### src/rtl/fso_pkg.sv
/*
 * Package for the flash security option loader: register addresses, field
 * positions, reset values and shared carrier types.
 * Assumes a byte-wide CPU register port with 16-bit addresses.
 */
package fso_pkg;

	// ************************************************************
	// Register addresses
	// ************************************************************
	localparam logic [15:0] FSO_ADDR_OPTION_WORKING = 16'h1821;
	localparam logic [15:0] FSO_ADDR_FLASH_CONFIG   = 16'h1823;
	localparam logic [15:0] FSO_ADDR_PROTECT_WORK   = 16'h1824;
	localparam logic [15:0] FSO_ADDR_KEY_STORE_LO   = 16'hffb0;
	localparam logic [15:0] FSO_ADDR_KEY_STORE_HI   = 16'hffb7;
	localparam logic [15:0] FSO_ADDR_STORED_PROTECT = 16'hffbd;
	localparam logic [15:0] FSO_ADDR_STORED_OPTION  = 16'hffbf;
	// Key entry and status registers
	localparam logic [15:0] FSO_ADDR_KEY_ENTRY      = 16'h1828;
	localparam logic [15:0] FSO_ADDR_SEC_STATUS     = 16'h1829;

	// ************************************************************
	// Field positions
	// ************************************************************
	localparam int FSO_OPT_KEY_UNLOCK_ENABLE     = 7;
	localparam int FSO_OPT_VECTOR_REDIRECT_DIS   = 6;
	localparam int FSO_OPT_SECURITY_CODE_HIGH    = 1;
	localparam int FSO_OPT_SECURITY_CODE_LOW     = 0;
	localparam int FSO_CFG_KEY_WRITE_SELECT      = 5;
	localparam int FSO_PROT_DISABLE              = 0;

	// Option bits that are stored; others read 0
	localparam logic [7:0] FSO_OPT_MASK          = 8'hc3;
	localparam logic [7:0] FSO_CFG_MASK          = 8'h20;
	localparam logic [1:0] FSO_SEC_UNSECURED     = 2'h2;
	// Secure until the load has completed
	localparam logic [7:0] FSO_OPT_RESET         = 8'h00;
	localparam logic [7:0] FSO_PROT_RESET        = 8'hff;
	localparam logic [7:0] FSO_CFG_RESET         = 8'h00;
	localparam logic [3:0] FSO_KEY_BYTES         = 4'h8;

	// ************************************************************
	// Types
	// ************************************************************
	typedef struct packed {
		logic [15:0] addr;
		logic [7:0]  wdata;
		logic        wr;
		logic        rd;
	} fso_bus_req_t;

	typedef struct packed {
		logic [63:0] key;
		logic [7:0]  prot;
		logic [7:0]  opt;
	} fso_nv_image_t;

endpackage

### src/rtl/fso_loader.sv
/*
 * Flash security option loader: loads the working protection and option
 * bytes from the nonvolatile image after reset, decodes security and runs
 * the backdoor key comparison.
 * Assumes the nonvolatile image is stable while rst is released and that
 * the CPU flags fetches from secure memory and debug-originated accesses.
 */
// Summary of operation
// - Reset loads stored protect and option bytes
// - Eight-byte backdoor key held in nonvolatile area
// - Key unlock only while key enable reads 1
// - Key compare only from secure code, never debug
// - Key enable 0 disables key entirely
// - Security code 1:0 unsecured, others secured
`timescale 1ns/1ps
module fso_loader
	import fso_pkg::*;
(
	// Clock and reset
	input  wire logic          clk,
	input  wire logic          rst,
	// Register port
	input  wire fso_pkg::fso_bus_req_t bus_req,
	output logic [7:0]         rdata,
	// Access origin
	input  wire logic          exec_secure,
	input  wire logic          debug_access,
	// Nonvolatile image
	input  wire fso_pkg::fso_nv_image_t nv_image,
	// Status outputs
	output logic               secured,
	output logic [7:0]         protect_out,
	output logic               load_done
);
	import fso_pkg::*;

	// ************************************************************
	// State
	// ************************************************************
	typedef enum logic [1:0] {FSO_LOAD, FSO_RUN} fso_state_t;

	fso_state_t  state_q, state_d;
	logic [7:0]  opt_q, opt_d;
	logic [7:0]  prot_q, prot_d;
	logic [7:0]  cfg_q, cfg_d;
	logic [3:0]  key_cnt_q, key_cnt_d;
	logic        key_ok_q, key_ok_d;
	logic        unlock_q, unlock_d;
	logic        fail_q, fail_d;
	logic [7:0]  rdata_q, rdata_d;
	logic [7:0]  key_byte;
	logic        key_wr;
	logic        code_secure;

	assign code_secure = (opt_q[1:0] != FSO_SEC_UNSECURED);
	assign key_byte    = nv_image.key[63 - 8 * key_cnt_q[2:0] -: 8];
	// Debug writes never reach the comparator
	assign key_wr = bus_req.wr && (bus_req.addr == FSO_ADDR_KEY_ENTRY) && exec_secure
		&& !debug_access && cfg_q[FSO_CFG_KEY_WRITE_SELECT]
		&& opt_q[FSO_OPT_KEY_UNLOCK_ENABLE];

	// ************************************************************
	// Next state
	// ************************************************************
	always_comb
	begin
		state_d   = state_q;
		opt_d     = opt_q;
		prot_d    = prot_q;
		cfg_d     = cfg_q;
		key_cnt_d = key_cnt_q;
		key_ok_d  = key_ok_q;
		unlock_d  = unlock_q;
		fail_d    = fail_q;
		unique case (state_q)
			FSO_LOAD:
			begin
				// Working copies come from flash; software writes can only clear protect bits
				opt_d   = nv_image.opt & FSO_OPT_MASK;
				prot_d  = nv_image.prot;
				state_d = FSO_RUN;
			end
			FSO_RUN:
			begin
				if (bus_req.wr && bus_req.addr == FSO_ADDR_FLASH_CONFIG)
				begin
					cfg_d     = bus_req.wdata & FSO_CFG_MASK;
					key_cnt_d = 4'h0;
					key_ok_d  = 1'b1;
				end
				// Protection may only be tightened once loaded
				if (bus_req.wr && bus_req.addr == FSO_ADDR_PROTECT_WORK)
					prot_d = prot_q & bus_req.wdata;
				if (key_wr && key_cnt_q < FSO_KEY_BYTES)
				begin
					key_cnt_d = key_cnt_q + 4'h1;
					if (bus_req.wdata != key_byte)
						key_ok_d = 1'b0;
					if (key_cnt_q == FSO_KEY_BYTES - 4'h1)
					begin
						if (key_ok_q && bus_req.wdata == key_byte)
							unlock_d = 1'b1;
						else
							fail_d = 1'b1;
					end
				end
			end
			default: state_d = FSO_LOAD;
		endcase
		rdata_d = 8'h00;
		if (bus_req.rd)
		begin
			unique case (bus_req.addr)
				FSO_ADDR_OPTION_WORKING: rdata_d = opt_q;
				FSO_ADDR_FLASH_CONFIG:   rdata_d = cfg_q;
				FSO_ADDR_PROTECT_WORK:   rdata_d = prot_q;
				FSO_ADDR_STORED_PROTECT: rdata_d = nv_image.prot;
				FSO_ADDR_STORED_OPTION:  rdata_d = nv_image.opt;
				FSO_ADDR_SEC_STATUS:     rdata_d = {4'h0, fail_q, unlock_q, code_secure, secured};
				default:                 rdata_d = 8'h00;
			endcase
		end
	end

	// Unlock is volatile; only a reset clears it
	always_ff @(posedge clk or posedge rst)
	begin
		if (rst)
		begin
			state_q   <= FSO_LOAD;
			opt_q     <= FSO_OPT_RESET;
			prot_q    <= FSO_PROT_RESET;
			cfg_q     <= FSO_CFG_RESET;
			key_cnt_q <= 4'h0;
			key_ok_q  <= 1'b1;
			unlock_q  <= 1'b0;
			fail_q    <= 1'b0;
			rdata_q   <= 8'h00;
		end
		else
		begin
			state_q   <= state_d;
			opt_q     <= opt_d;
			prot_q    <= prot_d;
			cfg_q     <= cfg_d;
			key_cnt_q <= key_cnt_d;
			key_ok_q  <= key_ok_d;
			unlock_q  <= unlock_d;
			fail_q    <= fail_d;
			rdata_q   <= rdata_d;
		end
	end

	assign secured     = code_secure && !unlock_q;
	assign protect_out = prot_q;
	assign load_done   = (state_q == FSO_RUN);
	assign rdata       = rdata_q;

	// ************************************************************
	// Checks
	// ************************************************************
	// Sampled rst keeps the release edge, still in reset, out of the antecedent
	chk_load_copies: assert property (@(posedge clk) disable iff (rst)
		!rst && state_q == FSO_LOAD |=> opt_q == ($past(nv_image.opt) & FSO_OPT_MASK) && prot_q == $past(nv_image.prot))
		else $error("working bytes not loaded");
	chk_unlock_needs_en: assert property (@(posedge clk) disable iff (rst)
		$rose(unlock_q) |-> opt_q[FSO_OPT_KEY_UNLOCK_ENABLE])
		else $error("unlock without key enable");
	chk_debug_blocked: assert property (@(posedge clk) disable iff (rst)
		(debug_access || !exec_secure) |=> key_cnt_q == $past(key_cnt_q)
		|| $past(bus_req.wr && bus_req.addr == FSO_ADDR_FLASH_CONFIG))
		else $error("debug access advanced key");
	chk_key_disabled: assert property (@(posedge clk) disable iff (rst)
		!opt_q[FSO_OPT_KEY_UNLOCK_ENABLE] |-> !unlock_q)
		else $error("unlocked while key disabled");
	chk_sec_code: assert property (@(posedge clk) disable iff (rst)
		load_done && opt_q[1:0] == FSO_SEC_UNSECURED |-> !secured)
		else $error("unsecured code reads secured");
	chk_unlock_sticky: assert property (@(posedge clk) disable iff (rst)
		unlock_q |=> unlock_q)
		else $error("unlock dropped before reset");
	chk_unlock_count: assert property (@(posedge clk) disable iff (rst)
		$rose(unlock_q) |-> $past(key_cnt_q) == 4'h7 && key_cnt_q == 4'h8)
		else $error("unlock not after eighth byte");
	chk_fail_no_unlock: assert property (@(posedge clk) disable iff (rst)
		$rose(fail_q) |-> !unlock_q)
		else $error("failed compare unlocked");
	cov_unlock: cover property (@(posedge clk) disable iff (rst) $rose(unlock_q));
	cov_fail: cover property (@(posedge clk) disable iff (rst) $rose(fail_q));
	cov_unsecured: cover property (@(posedge clk) disable iff (rst) load_done && !secured);

endmodule // fso_loader

### config.mk
export PLATFORM = sky130hd
export DESIGN_NAME = fso_loader
export DESIGN_NICKNAME = d
export VERILOG_FILES = /design/src/rtl/fso_pkg.sv /design/src/rtl/fso_loader.sv
export SDC_FILE = /design/constraint.sdc
export NUM_CORES = 1
export LEC_CHECK = 0
export ABC_AREA = 1
export BUFFER_PORTS_ARGS = -buffer_cell sky130_fd_sc_hd__buf_2
export CORE_MARGIN = 3
export CORE_UTILIZATION = 46
export DETAILED_ROUTE_END_ITERATION = 6
export PLACE_DENSITY = 0.92
export SETUP_SLACK_MARGIN = 0.02
export SLEW_MARGIN = 25
export SYNTH_ARGS = -nofsm -noshare
export SYNTH_HDL_FRONTEND = slang
export SYNTH_SLANG_ARGS = --single-unit
### constraint.sdc
create_clock -name clk -period 1.7 [get_ports clk]
set_input_delay 0 -clock clk [delete_from_list [all_inputs] [get_ports clk]]
set_output_delay 0 -clock clk [all_outputs]
set_load 0.05 [all_outputs]
**Yosys cells after proc, flatten, opt, wreduce, memory -nomap -nowiden**

Cells that the tools add are included.

- Add/subtract/negate cells: 2
- Magnitude comparators: 1
- Equal/unequal tests: 13
- Shifts and indexed selects: 1
- Mux-type cells: 10
- Bitwise logic cells: 2
- Reductions and logical operators: 20

Operator list:

| operator | count |
|---|---|
| equality test 16 x 13 -> 1 bit, second input constant | 5 |
| indexed part select 71 x 33 -> 8 bit | 1 |
| case mux 8 bit (6 select lines) | 1 |
| equality test 16 bit, second input constant | 2 |
| 2-to-1 mux 8 bit | 2 |
| case mux 8 bit (2 select lines) | 1 |
| logical AND 1 bit | 10 |
| bitwise AND 8 bit | 1 |
| equality test 8 bit | 1 |
| 2-to-1 mux 4 bit | 2 |
| != test 8 bit | 1 |
| AND reduction 4 bit | 2 |
| subtractor 6 x 6 -> 7 bit, first input constant | 1 |
| AND reduction 2 bit | 3 |
| adder 4 x 1 -> 4 bit, second input constant | 1 |
| equality test 4 x 3 -> 1 bit, second input constant | 1 |
| < comparator 4 bit, second input constant | 1 |
| case mux 2 bit (2 select lines) | 1 |
| nonzero test 2 bit | 2 |
| 2-to-1 mux 1 bit | 3 |
| equality test 2 x 1 -> 1 bit, second input constant | 1 |
| logical NOT 1 bit | 2 |
| logical NOT 2 bit | 1 |
| != test 2 x 1 -> 1 bit, second input constant | 1 |
| other kinds (2) | 2 |

- Flip-flop bits (word level): 30
- Output and inout port bits: 18
- Logic and storage cells: 58

**Longest topological paths before layout**

Gate-level depths: netlist of run 1.

- Depth in word-level cells: 9
- Mapped depth: 15

**Least setup slack after synthesis of run 1**

OpenSTA, ideal clock, no wires.

- Path kind: flip-flop to flip-flop
- Start: register state_q[0]
- End: register key_cnt_q[0]
- Arrival: 1391 ps
- Slack: 183 ps
- Cell stages (with the launch flop): 8
- Buffers on the path: 0
- Period minus slack after synthesis: 1517 ps
- Cell sequence: dfrtp_1 nand4_1 nor2_1 nand3_1 nand2_1 inv_1 nor2_1 a21oi_1

- Longest elaborated chain between the ends: 2

RTL lines:

| what | RTL line | source |
|---|---|---|
| start, declared | fso_loader.sv:42 | `fso_state_t state_q, state_d;` |
| start signal, assigned | fso_loader.sv:142 | `state_q <= state_d;` |
| equality test 2 x 1 -> 1 bit | fso_loader.sv:75 | `unique case (state_q)` |
| AND reduction 2 bit (no line) | n/a |  |
| end signal, assigned | fso_loader.sv:146 | `key_cnt_q <= key_cnt_d;` |
| end, declared | fso_loader.sv:46 | `logic [3:0] key_cnt_q, key_cnt_d;` |

Every way passes these cells.
A chain may end at the register's enable or synchronous reset.

**Worst setup path after layout of run 1**

- Start: register key_cnt_q[0]
- End: register fail_q

- Longest elaborated chain between the ends: 6

RTL lines:

| what | RTL line | source |
|---|---|---|
| subtractor 6 x 6 -> 7 bit | fso_loader.sv:56 | `assign key_byte = nv_image.key[63 - 8 * key_cnt_q[2:0] -: 8];` |
| indexed part select 71 x 33 -> 8 bit | fso_loader.sv:56 |  |
| equality test 8 bit | fso_loader.sv:101 | `if (key_ok_q && bus_req.wdata == key_byte)` |
| logical AND 1 bit | fso_loader.sv:101 |  |
| inverter 1 bit (no line) | n/a |  |
| AND reduction 4 bit (no line) (*) | n/a |  |
| end signal, assigned | fso_loader.sv:149 | `fail_q <= fail_d;` |
| end, declared | fso_loader.sv:49 | `logic fail_q, fail_d;` |

Every way passes the cells marked *; elsewhere a longest branch is shown, timed or not.

==> out/results.txt, run 1 <==
Final net count: 680. The count of pins on the block boundary is 128. The total count of hold-check failures in the final report is 0, and the vias per cell is 5.07. STA puts the critical path data required time at 1.88 ns. Yosys attributes the largest share of cell area to sky130_fd_sc_hd__nand2_1 24%, sky130_fd_sc_hd__dfrtp_1 20%, sky130_fd_sc_hd__nand3_1 12%. Counting instances, the worst hold path has a depth of 3. The kind of path behind the tightest hold check was in -> reg. The tools report the endpoint of the worst-slack reg-to-reg timing path as fail_q$_DFFE_PP0P_.

The detailed router placed 3,242 vias in this run. The run finished, with violations left. The final reports fail on negative setup slack. In this run the remaining antenna-violating nets after routing total 0. The logs give 5 for the total clock buffers created by CTS and 0.358 mV for the highest ir drop seen on vdd. Synthesis produced 424 cells. The worst slew margin relative to its limit was 65.9%. Measured along the x axis, the die boundary spans 79.6 um. Synthesis-to-layout area growth: 39.0%. Entering global routing, the biggest net connects 34 pins.

The routed design could run at a clock period as short as 1.71 ns. Dividing total power by cell area gives a power density of 501 mW/mm2. The number of cells on the worst reg-to-reg path came out at 14. The cell area that synthesis handed to floorplanning was 0.00249 mm2. Across the run, the number of max-cap violations was 0. The top cell type by area accounts for 23.6% of the synthesized area.

The logs give 7960 um for the total length of routed wires and 0 for the number of pins exceeding their max-slew limit in the final report. The total overflow left after global routing is 0. The logs give 5990 um for the half-perimeter wire length after detailed placement and 2 for the worst-case clock buffer depth. The startpoint kind of the worst setup timing path is a flip-flop. Row generation in the floorplan step produced 26 rows.

The share of final-layout standard cells stronger than drive strength 1 is 29.5%, and the core area is 0.00517 mm2. Of all flip-flops after synthesis, the portion carrying an async set or reset was 100%. The Yosys step of the flow raised 0 warnings. The run gives 1.89 ns as the arrival time at the worst endpoint.

The worst setup path is of the reg -> reg kind. The clock reaches the later pin of the worst-skew pair after 0.29 ns. Summing the sequential cell areas from Yosys gives 29.6% of the chip area. The via count of the first global-routing pass came out at 2,946.

The clock-pin slew of the registers on the worst-case setup and hold paths is 0.07 ns. The total clock sinks was 29. Setup slack on the worst reg-to-reg path comes out at -0.01 ns. Die height: 79.6 um. The largest total area in the synthesized netlist belongs to sky130_fd_sc_hd__nand2_1. In this run the clock root is driven by a sky130_fd_sc_hd__clkbuf_8.

Element type at the critical path end: a flip-flop. The worst hold endpoint was rdata[2]$_DFF_PP0_. For the leakage power, the log shows 2.03 nW. Timing analysis after detailed placement gives a worst setup slack of 0.00988 ns. Clock skew on the completed layout was measured at 0.00757 ns.

Wire length of the first global-routing pass: 12,700 um. The final-report setup violation count came out at 1. Startpoint of the most critical hold path: nv_image[2]. The startpoint identified for the worst register-to-register timing path is key_cnt_q[0]$_DFFE_PP0P_. Dividing the detail-routed wire length by the instance count gives 12.4 um. Setup repair after global routing could not meet its margin everywhere.

The final total power is 1.74 mW. The initial antenna violation count is 0, and the global-route usage over all layers is 24.9%. The first-pass iteration count of the detailed router was 6; the count of input and output buffers was 127. The tools report the beginning of the critical path as key_cnt_q[0]$_DFFE_PP0P_.

The synthesized design contains 0 enable-type register cells. Synthesized net count: 535. TritonCTS built the clock tree. Routability-driven placement finished with a final weighted congestion of 0.940. Counting flops and latches in the post-synthesis netlist gives 29.

The slew of the pin with the lowest slew margin was 0.509 ns; the mean area per synthesized cell was 5.88 um2. For the total inserted antenna cells, the log shows 0. After synthesis, the netlist uses 35 different library cells. In the final layout, the multi-input gates occupy 0.00142 mm2. For this run, design rule violations remaining after detail routing come to 0. After the first detailed-routing iteration, the DRC count stood at 256.

Across the whole layout, storage elements account for 738 um2. The most frequently used cell type in the post-synthesis netlist was sky130_fd_sc_hd__nand2_1. The run gives 2 as the CTS H-tree depth.

Counting instances in the post-synthesis netlist gives the leading cell types as 157 x sky130_fd_sc_hd__nand2_1, 67 x sky130_fd_sc_hd__inv_1, 62 x sky130_fd_sc_hd__nand3_1, 42 x sky130_fd_sc_hd__nor2_1, 20 x sky130_fd_sc_hd__dfrtp_1. Of the available clock period, the critical path in the final layout requires 101%. The most instantiated flip-flop cell in the synthesis netlist is sky130_fd_sc_hd__dfrtp_1. The filler cells instantiated in the layout total 439. The slack of the critical path came out at -0.0141 ns.

The die covers 0.00634 mm2. The run gives 48.2% as the starting density of the core. The upper clock frequency limit is 0.583 GHz, and the largest fanout of any net on the critical path is 5.
[power breakdown]
group / internal, mW / switching (mW) / leakage, nW / total, mW
clock: 0.283 / 0.271 / 0.0450 / 0.554
sequential: 0.731 / 0.0242 / 0.338 / 0.755
combinational: 0.184 / 0.245 / 1.65 / 0.429
total: 1.20 / 0.540 / 2.03 / 1.74
[state kept, by name, summed over array words and instances (netlist names)]
name / flops
cfg_q: 1
fail_q: 1
key_cnt_q: 4
key_ok_q: 1
opt_q: 4
protect_out: 8
rdata: 8
state_q: 1
unlock_q: 1
[stage by stage]
step	instances	setup TNS (ns)	hold slack [ns]	utilization (%)	cell area [um2]
after floorplan	424	0	0.0714	-	2490
after global placement	615	0	0.0775	61.4	3180
after detailed placement	615	0	0.0789	61.4	3180
after CTS	638	0	0.00480	66.0	3410
after global routing	640	-0.384	0.0119	67.0	3470
final	640	-0.0141	0.000214	67.0	3470
[layer usage]
metal  routed length [um]  track usage [%]  vias up
met3                  679             4.18       28
met2                 4010             44.7      157
met1                 3080             30.4     1451
li1                     -                -     1606
met4                  194             6.87        0
met5                    0                0        -
[cells by family (layout without fill, tap and decap cells)]
| logic type | Yosys count | count (layout) | synth area share (%) |
|---|---|---|---|
| xor gates and xnor gates | 1 | 1 | 0.351 |
| adders and majority gates | 1 | 1 | 0.502 |
| and+or+nand+nor | 279 | 279 | 47.6 |
| AOI/OAI and AO/OA | 28 | 28 | 6.52 |
| buffers and inverters | 84 | 230 | 15.0 |
| muxes | 1 | 1 | 0.401 |
| DFF | 29 | 29 | 29.6 |
| other | 1 | 1 | 0.150 |
[cell type report]
cell class                      count  area share [%]
Sequential cell                    29            21.3
Inverter                           71            7.91
Clock inverter                      2           0.289
Timing Repair Buffer              151            25.0
Tap cell                           70            2.53
Multi-Input combinational cell    311            40.9
Clock buffer                        6            2.09
[how the worst max path moves through the flow]
stage	endpoint	slack, ns	depth (start not counted)
floorplan	key_cnt_q[0]$_DFFE_PP0P_	0.18	7
global placement	fail_q$_DFFE_PP0P_	0.07	12
detailed placement	fail_q$_DFFE_PP0P_	0.01	12
CTS	fail_q$_DFFE_PP0P_	0.03	13
global route	fail_q$_DFFE_PP0P_	-0.15	13
finish	fail_q$_DFFE_PP0P_	-0.01	14
[placed cells by master, fill, tap and decap left out, types with 3 or more instances in the layout]
master | synthesis | layout
sky130_fd_sc_hd__a211oi_1 | 3 | 3
sky130_fd_sc_hd__o21ai_1 | 3 | 3
sky130_fd_sc_hd__dfstp_2 | 9 | 9
sky130_fd_sc_hd__clkbuf_8 | 0 | 5
sky130_fd_sc_hd__o21ai_0 | 15 | 15
sky130_fd_sc_hd__nor2_4 | 2 | 4
sky130_fd_sc_hd__dfrtp_1 | 20 | 19
sky130_fd_sc_hd__nand3_1 | 62 | 60
sky130_fd_sc_hd__buf_2 | 2 | 128
sky130_fd_sc_hd__nand4_1 | 9 | 9
sky130_fd_sc_hd__dlygate4sd3_1 | 0 | 15
sky130_fd_sc_hd__nand2_2 | 1 | 5
sky130_fd_sc_hd__nand2_1 | 157 | 153
sky130_fd_sc_hd__inv_1 | 67 | 67
sky130_fd_sc_hd__buf_4 | 4 | 6
sky130_fd_sc_hd__nor2_1 | 42 | 41
[what timing repair did]
item,CTS,global route
setup buffers,0,1
pin swaps,0,9
gates cloned,0,1
endpoints found under the setup margin,1,3
hold buffers,15,0
hold endpoints to repair,34,0
gates resized for setup,2,11
[worst max-delay path: stages (launching register included)]
cell and delay, ns:
sky130_fd_sc_hd__dfrtp_2 0.50, sky130_fd_sc_hd__buf_6 0.17, sky130_fd_sc_hd__buf_4 0.13, sky130_fd_sc_hd__nand2_1 0.06, sky130_fd_sc_hd__nand3_1 0.09, sky130_fd_sc_hd__nand3_2 0.11
sky130_fd_sc_hd__nand2_1 0.06, sky130_fd_sc_hd__nand2_1 0.06, sky130_fd_sc_hd__nand2_2 0.05, sky130_fd_sc_hd__inv_2 0.04, sky130_fd_sc_hd__nand2_2 0.06, sky130_fd_sc_hd__nor2_4 0.10
sky130_fd_sc_hd__nand3_2 0.07, sky130_fd_sc_hd__nand2_2 0.06, sky130_fd_sc_hd__nand2_2 0.04
Power figures use the tool's default switching activity.
==> run 2, diff against run 1 <==
--- a/config.mk
+++ b/config.mk
@@ -10,7 +10,7 @@
 export CORE_MARGIN = 3
 export CORE_UTILIZATION = 46
 export DETAILED_ROUTE_END_ITERATION = 6
-export PLACE_DENSITY = 0.92
+export PLACE_DENSITY = 0.85
 export SETUP_SLACK_MARGIN = 0.02
 export SLEW_MARGIN = 25
 export SYNTH_ARGS = -nofsm -noshare
==> out/results.txt, run 2 (synthesized netlist as in run 1, its figures left out) <==
The run gives 738 um2 (unchanged) as the sequential standard cell area. Kind of path behind the tightest hold check: in -> reg (unchanged). The leakage power was 2.07 nW (was 2.03 nW); the global-route usage over all layers was 25.5% (was 24.9%). The delay of the slowest cell on the worst path is 0.52 ns (was 0.50 ns), and the number of standard cells in the layout, taps in and fillers out is 642 (was 640). The die height is 79.6 um (unchanged). The logs give 0.00634 mm2 (unchanged) for the die outline area and 1.95 mW (was 1.74 mW) for the final total power.

The most frequent standard cell in the layout excluding fill and tap cells is sky130_fd_sc_hd__nand2_1 (unchanged). Endpoint of the worst-slack reg-to-reg timing path: fail_q$_DFFE_PP0P_ (unchanged). Slack of the critical path: -0.0106 ns (was -0.0141 ns). The count of buffering cells on the critical path with inverters included came out at 1 (was 3). TritonCTS built the clock tree. The routed via count is 3,337 (was 3,242), and the clock latency at the later pin of the worst-skew pair is 0.30 ns (was 0.29 ns).

The worst hold endpoint was rdata[4]$_DFF_PP0_ (was rdata[2]$_DFF_PP0_). The run gives 0.00318 mm2 (unchanged) as the post-place instance area. The final net count came out at 681 (was 680).

The highest-delay cell along the critical path is sky130_fd_sc_hd__dfrtp_2 (unchanged). The share of final-layout standard cells stronger than drive strength 1 was 28.5% (was 29.5%); the synthesis-to-layout area growth was 41.2% (was 39.0%). The number of cells on the worst reg-to-reg path was 12 (was 14). Setup repair after global routing could not meet its margin everywhere. For the endpoint required time on the critical path, the log shows 1.89 ns (was 1.88 ns). The tightest hold margin is 0.0291 ns (was 0.000214 ns). The final clock period utilization by the worst path works out to 101% (about the same).

The tools report the startpoint of the most critical hold path as nv_image[4] (was nv_image[2]). Total clock sinks: 29 (unchanged). The largest net degree at the start of global routing was 34 (unchanged). The DRC violation total after the first TritonRoute iteration is 207 (was 256), and the summed negative setup slack over all endpoints is -0.0106 ns (was -0.0141 ns). The type of the worst setup path was reg -> reg (unchanged). The tools report the start of the worst register-to-register path as key_cnt_q[0]$_DFFE_PP0P_ (unchanged).

The run gives 0.00935 ns (was 0.00757 ns) as the final setup skew. The standard-cell row count was 26 (unchanged). The tools report the startpoint kind of the worst setup timing path as a flip-flop (unchanged). The power density over the cells is 554 mW/mm2 (was 501 mW/mm2). The buffer count from post-CTS setup fixing is 0 (unchanged). The run gives 0.00139 mm2 (was 0.00142 mm2) as the combined area of the multi-input logic cells.

The run gives 2,997 (was 2,946) as the via count of the first global-routing pass. Root cell of the clock tree: sky130_fd_sc_hd__clkbuf_8 (unchanged). For the fill cell total of the finished layout, the log shows 453 (was 439).

Kind of cell adding the most delay to the critical path: simple AND/OR/NAND/NOR gates (unchanged). For the starting density of the core, the log shows 48.2% (unchanged). The run gives 0.0499 ns (was 0.00988 ns) as the worst slack after detailed placement. The worst-case clock buffer depth came out at 2 (unchanged). Violated checks: negative setup slack (unchanged).

The overall die width came out at 79.6 um (unchanged). The vias per cell was 5.20 (was 5.07). Cell Chain, Critical Path: clkbuf_16, nand2_1, nand3_1, nand3_1, nand2_1, nand2_1, nand2_1, nand2_1, nor2_2, nand3_1, nand2_1, nand2_1 (was buf_6, buf_4, nand2_1, nand3_1, nand3_2, nand2_1, nand2_1, nand2_2, inv_2, nand2_2, nor2_4, nand3_2, nand2_2, nand2_2).

Highest-count cells in the layout ignoring fill and taps: 157 x sky130_fd_sc_hd__nand2_1, 127 x sky130_fd_sc_hd__buf_2, 67 x sky130_fd_sc_hd__inv_1, 61 x sky130_fd_sc_hd__nand3_1, 41 x sky130_fd_sc_hd__nor2_1 (was 153 x sky130_fd_sc_hd__nand2_1, 128 x sky130_fd_sc_hd__buf_2, 67 x sky130_fd_sc_hd__inv_1, 60 x sky130_fd_sc_hd__nand3_1, 41 x sky130_fd_sc_hd__nor2_1). The CTS H-tree depth is 2 (unchanged). The critical path's most frequent cell was sky130_fd_sc_hd__nand2_1 (was sky130_fd_sc_hd__nand2_2). Remaining design rule violation count: 0 (unchanged). The run gives 12,700 um (about the same) as the wire length of the first global-routing pass.

The tools report the initial antenna violation count as 0 (unchanged). The run gives 0 (unchanged) as the number of pins exceeding their max-slew limit in the final report. The logs give 1.90 ns (was 1.89 ns) for the arrival time at the worst endpoint and 0 (unchanged) for the global route total overflow.

Largest fanout of any net on the critical path: 8 (was 5). The final critical delay including setup and external delays is 1.71 ns (about the same), and the total clock buffers created by CTS is 5 (unchanged). The count of pins on the block boundary was 128 (unchanged); the average wire per cell in the routed design was 13.1 um (was 12.4 um). The final core utilization was 68.1% (was 67.0%). The total length of routed wires is 8420 um (was 7960 um).

The count of input and output buffers is 127 (unchanged). The run gives 0.401 mV (was 0.358 mV) as the highest ir drop seen on vdd. The half-perimeter wire length after detailed placement is 5970 um (was 5990 um), and the final design area excluding fillers is 0.00352 mm2 (was 0.00347 mm2). The total count of hold-check failures in the final report is 0 (unchanged).

The tools report the element type at the critical path end as a flip-flop (unchanged). The run gives 1 (unchanged) as the final-report setup violation count. The post-route antenna net violation count came out at 0 (unchanged).

The core area was 0.00517 mm2 (unchanged); the clock-pin slew of the registers on the worst-case setup and hold paths was 0.07 ns (about the same). For the upper clock frequency limit, the log shows 0.585 GHz (was 0.583 GHz). The flow ran to the end, but the final reports show violations.

The number of cells on the worst hold path was 3 (unchanged); the first-pass iteration count of the detailed router was 5 (was 6). The setup slack of the most critical reg-to-reg path was -0.01 ns (about the same); the final weighted congestion in routability-driven placement was 0.875 (was 0.940). Max-capacitance violation count: 0 (unchanged). The count of placed standard cells including taps came out at 615 (unchanged).
-- run 2: cell count changes in the layout (fill, tap and decap cells not counted), sizes merged --
cell and delta:
buf -2, bufinv +1, clkbuf +3, clkinv -2, diode +1, dlygate4sd3 +1
-- run 2: what timing repair did --
action | 4_1_cts | 5_1_grt
resized for setup | 0 | 5
hold buffers | 16 | 0
endpoints found under the hold margin | 35 | 0
setup endpoints to repair | 0 | 3
-- run 2: per-layer routing --
metal,track usage [%],vias to the layer above,part of all wire [%]
li1,-,1615,-
met1,28.9,1498,38
met2,45.0,172,49
met3,5.53,50,7.8
met4,12.5,2,4.6
met5,0,-,0.13
-- run 2: worst register-to-register path, stage by stage, from the launching register on --
cell	delay (ns)
sky130_fd_sc_hd__dfrtp_2	0.52
sky130_fd_sc_hd__clkbuf_16	0.21
sky130_fd_sc_hd__nand2_1	0.08
sky130_fd_sc_hd__nand3_1	0.10
sky130_fd_sc_hd__nand3_1	0.10
sky130_fd_sc_hd__nand2_1	0.09
sky130_fd_sc_hd__nand2_1	0.04
sky130_fd_sc_hd__nand2_1	0.05
sky130_fd_sc_hd__nand2_1	0.06
sky130_fd_sc_hd__nor2_2	0.15
sky130_fd_sc_hd__nand3_1	0.09
sky130_fd_sc_hd__nand2_1	0.06
sky130_fd_sc_hd__nand2_1	0.04
-- run 2: layout make-up --
type	instances	share of cell area (%)
diodes	1	0.0711
clock buffers	7	2.45
clock inverters	1	0.853
inverters	71	7.78
multi-input cells	311	39.5
flip-flops and latches	29	21.0
well taps	70	2.49
repair buffers	152	25.9
-- run 2: where the power goes --
part           leakage [nW]  internal [mW]  total (mW)  switching [mW]
logic                  1.67          0.185       0.432           0.247
clock network        0.0585          0.477       0.763           0.286
registers             0.338          0.731       0.756          0.0252
-- run 2: worst max path at each step --
stage | slack [ns] | depth (start not counted) | startpoint | endpoint
finish | -0.01 | 12 | key_cnt_q[0]$_DFFE_PP0P_ | fail_q$_DFFE_PP0P_
global route | -0.11 | 12 | key_cnt_q[0]$_DFFE_PP0P_ | fail_q$_DFFE_PP0P_
CTS | 0.03 | 12 | key_cnt_q[0]$_DFFE_PP0P_ | fail_q$_DFFE_PP0P_
detailed placement | 0.05 | 12 | key_cnt_q[0]$_DFFE_PP0P_ | fail_q$_DFFE_PP0P_
global placement | 0.1 | 12 | key_cnt_q[0]$_DFFE_PP0P_ | fail_q$_DFFE_PP0P_
floorplan | 0.18 | 7 | state_q[0]$_DFFE_PP0N_ | key_cnt_q[0]$_DFFE_PP0P_
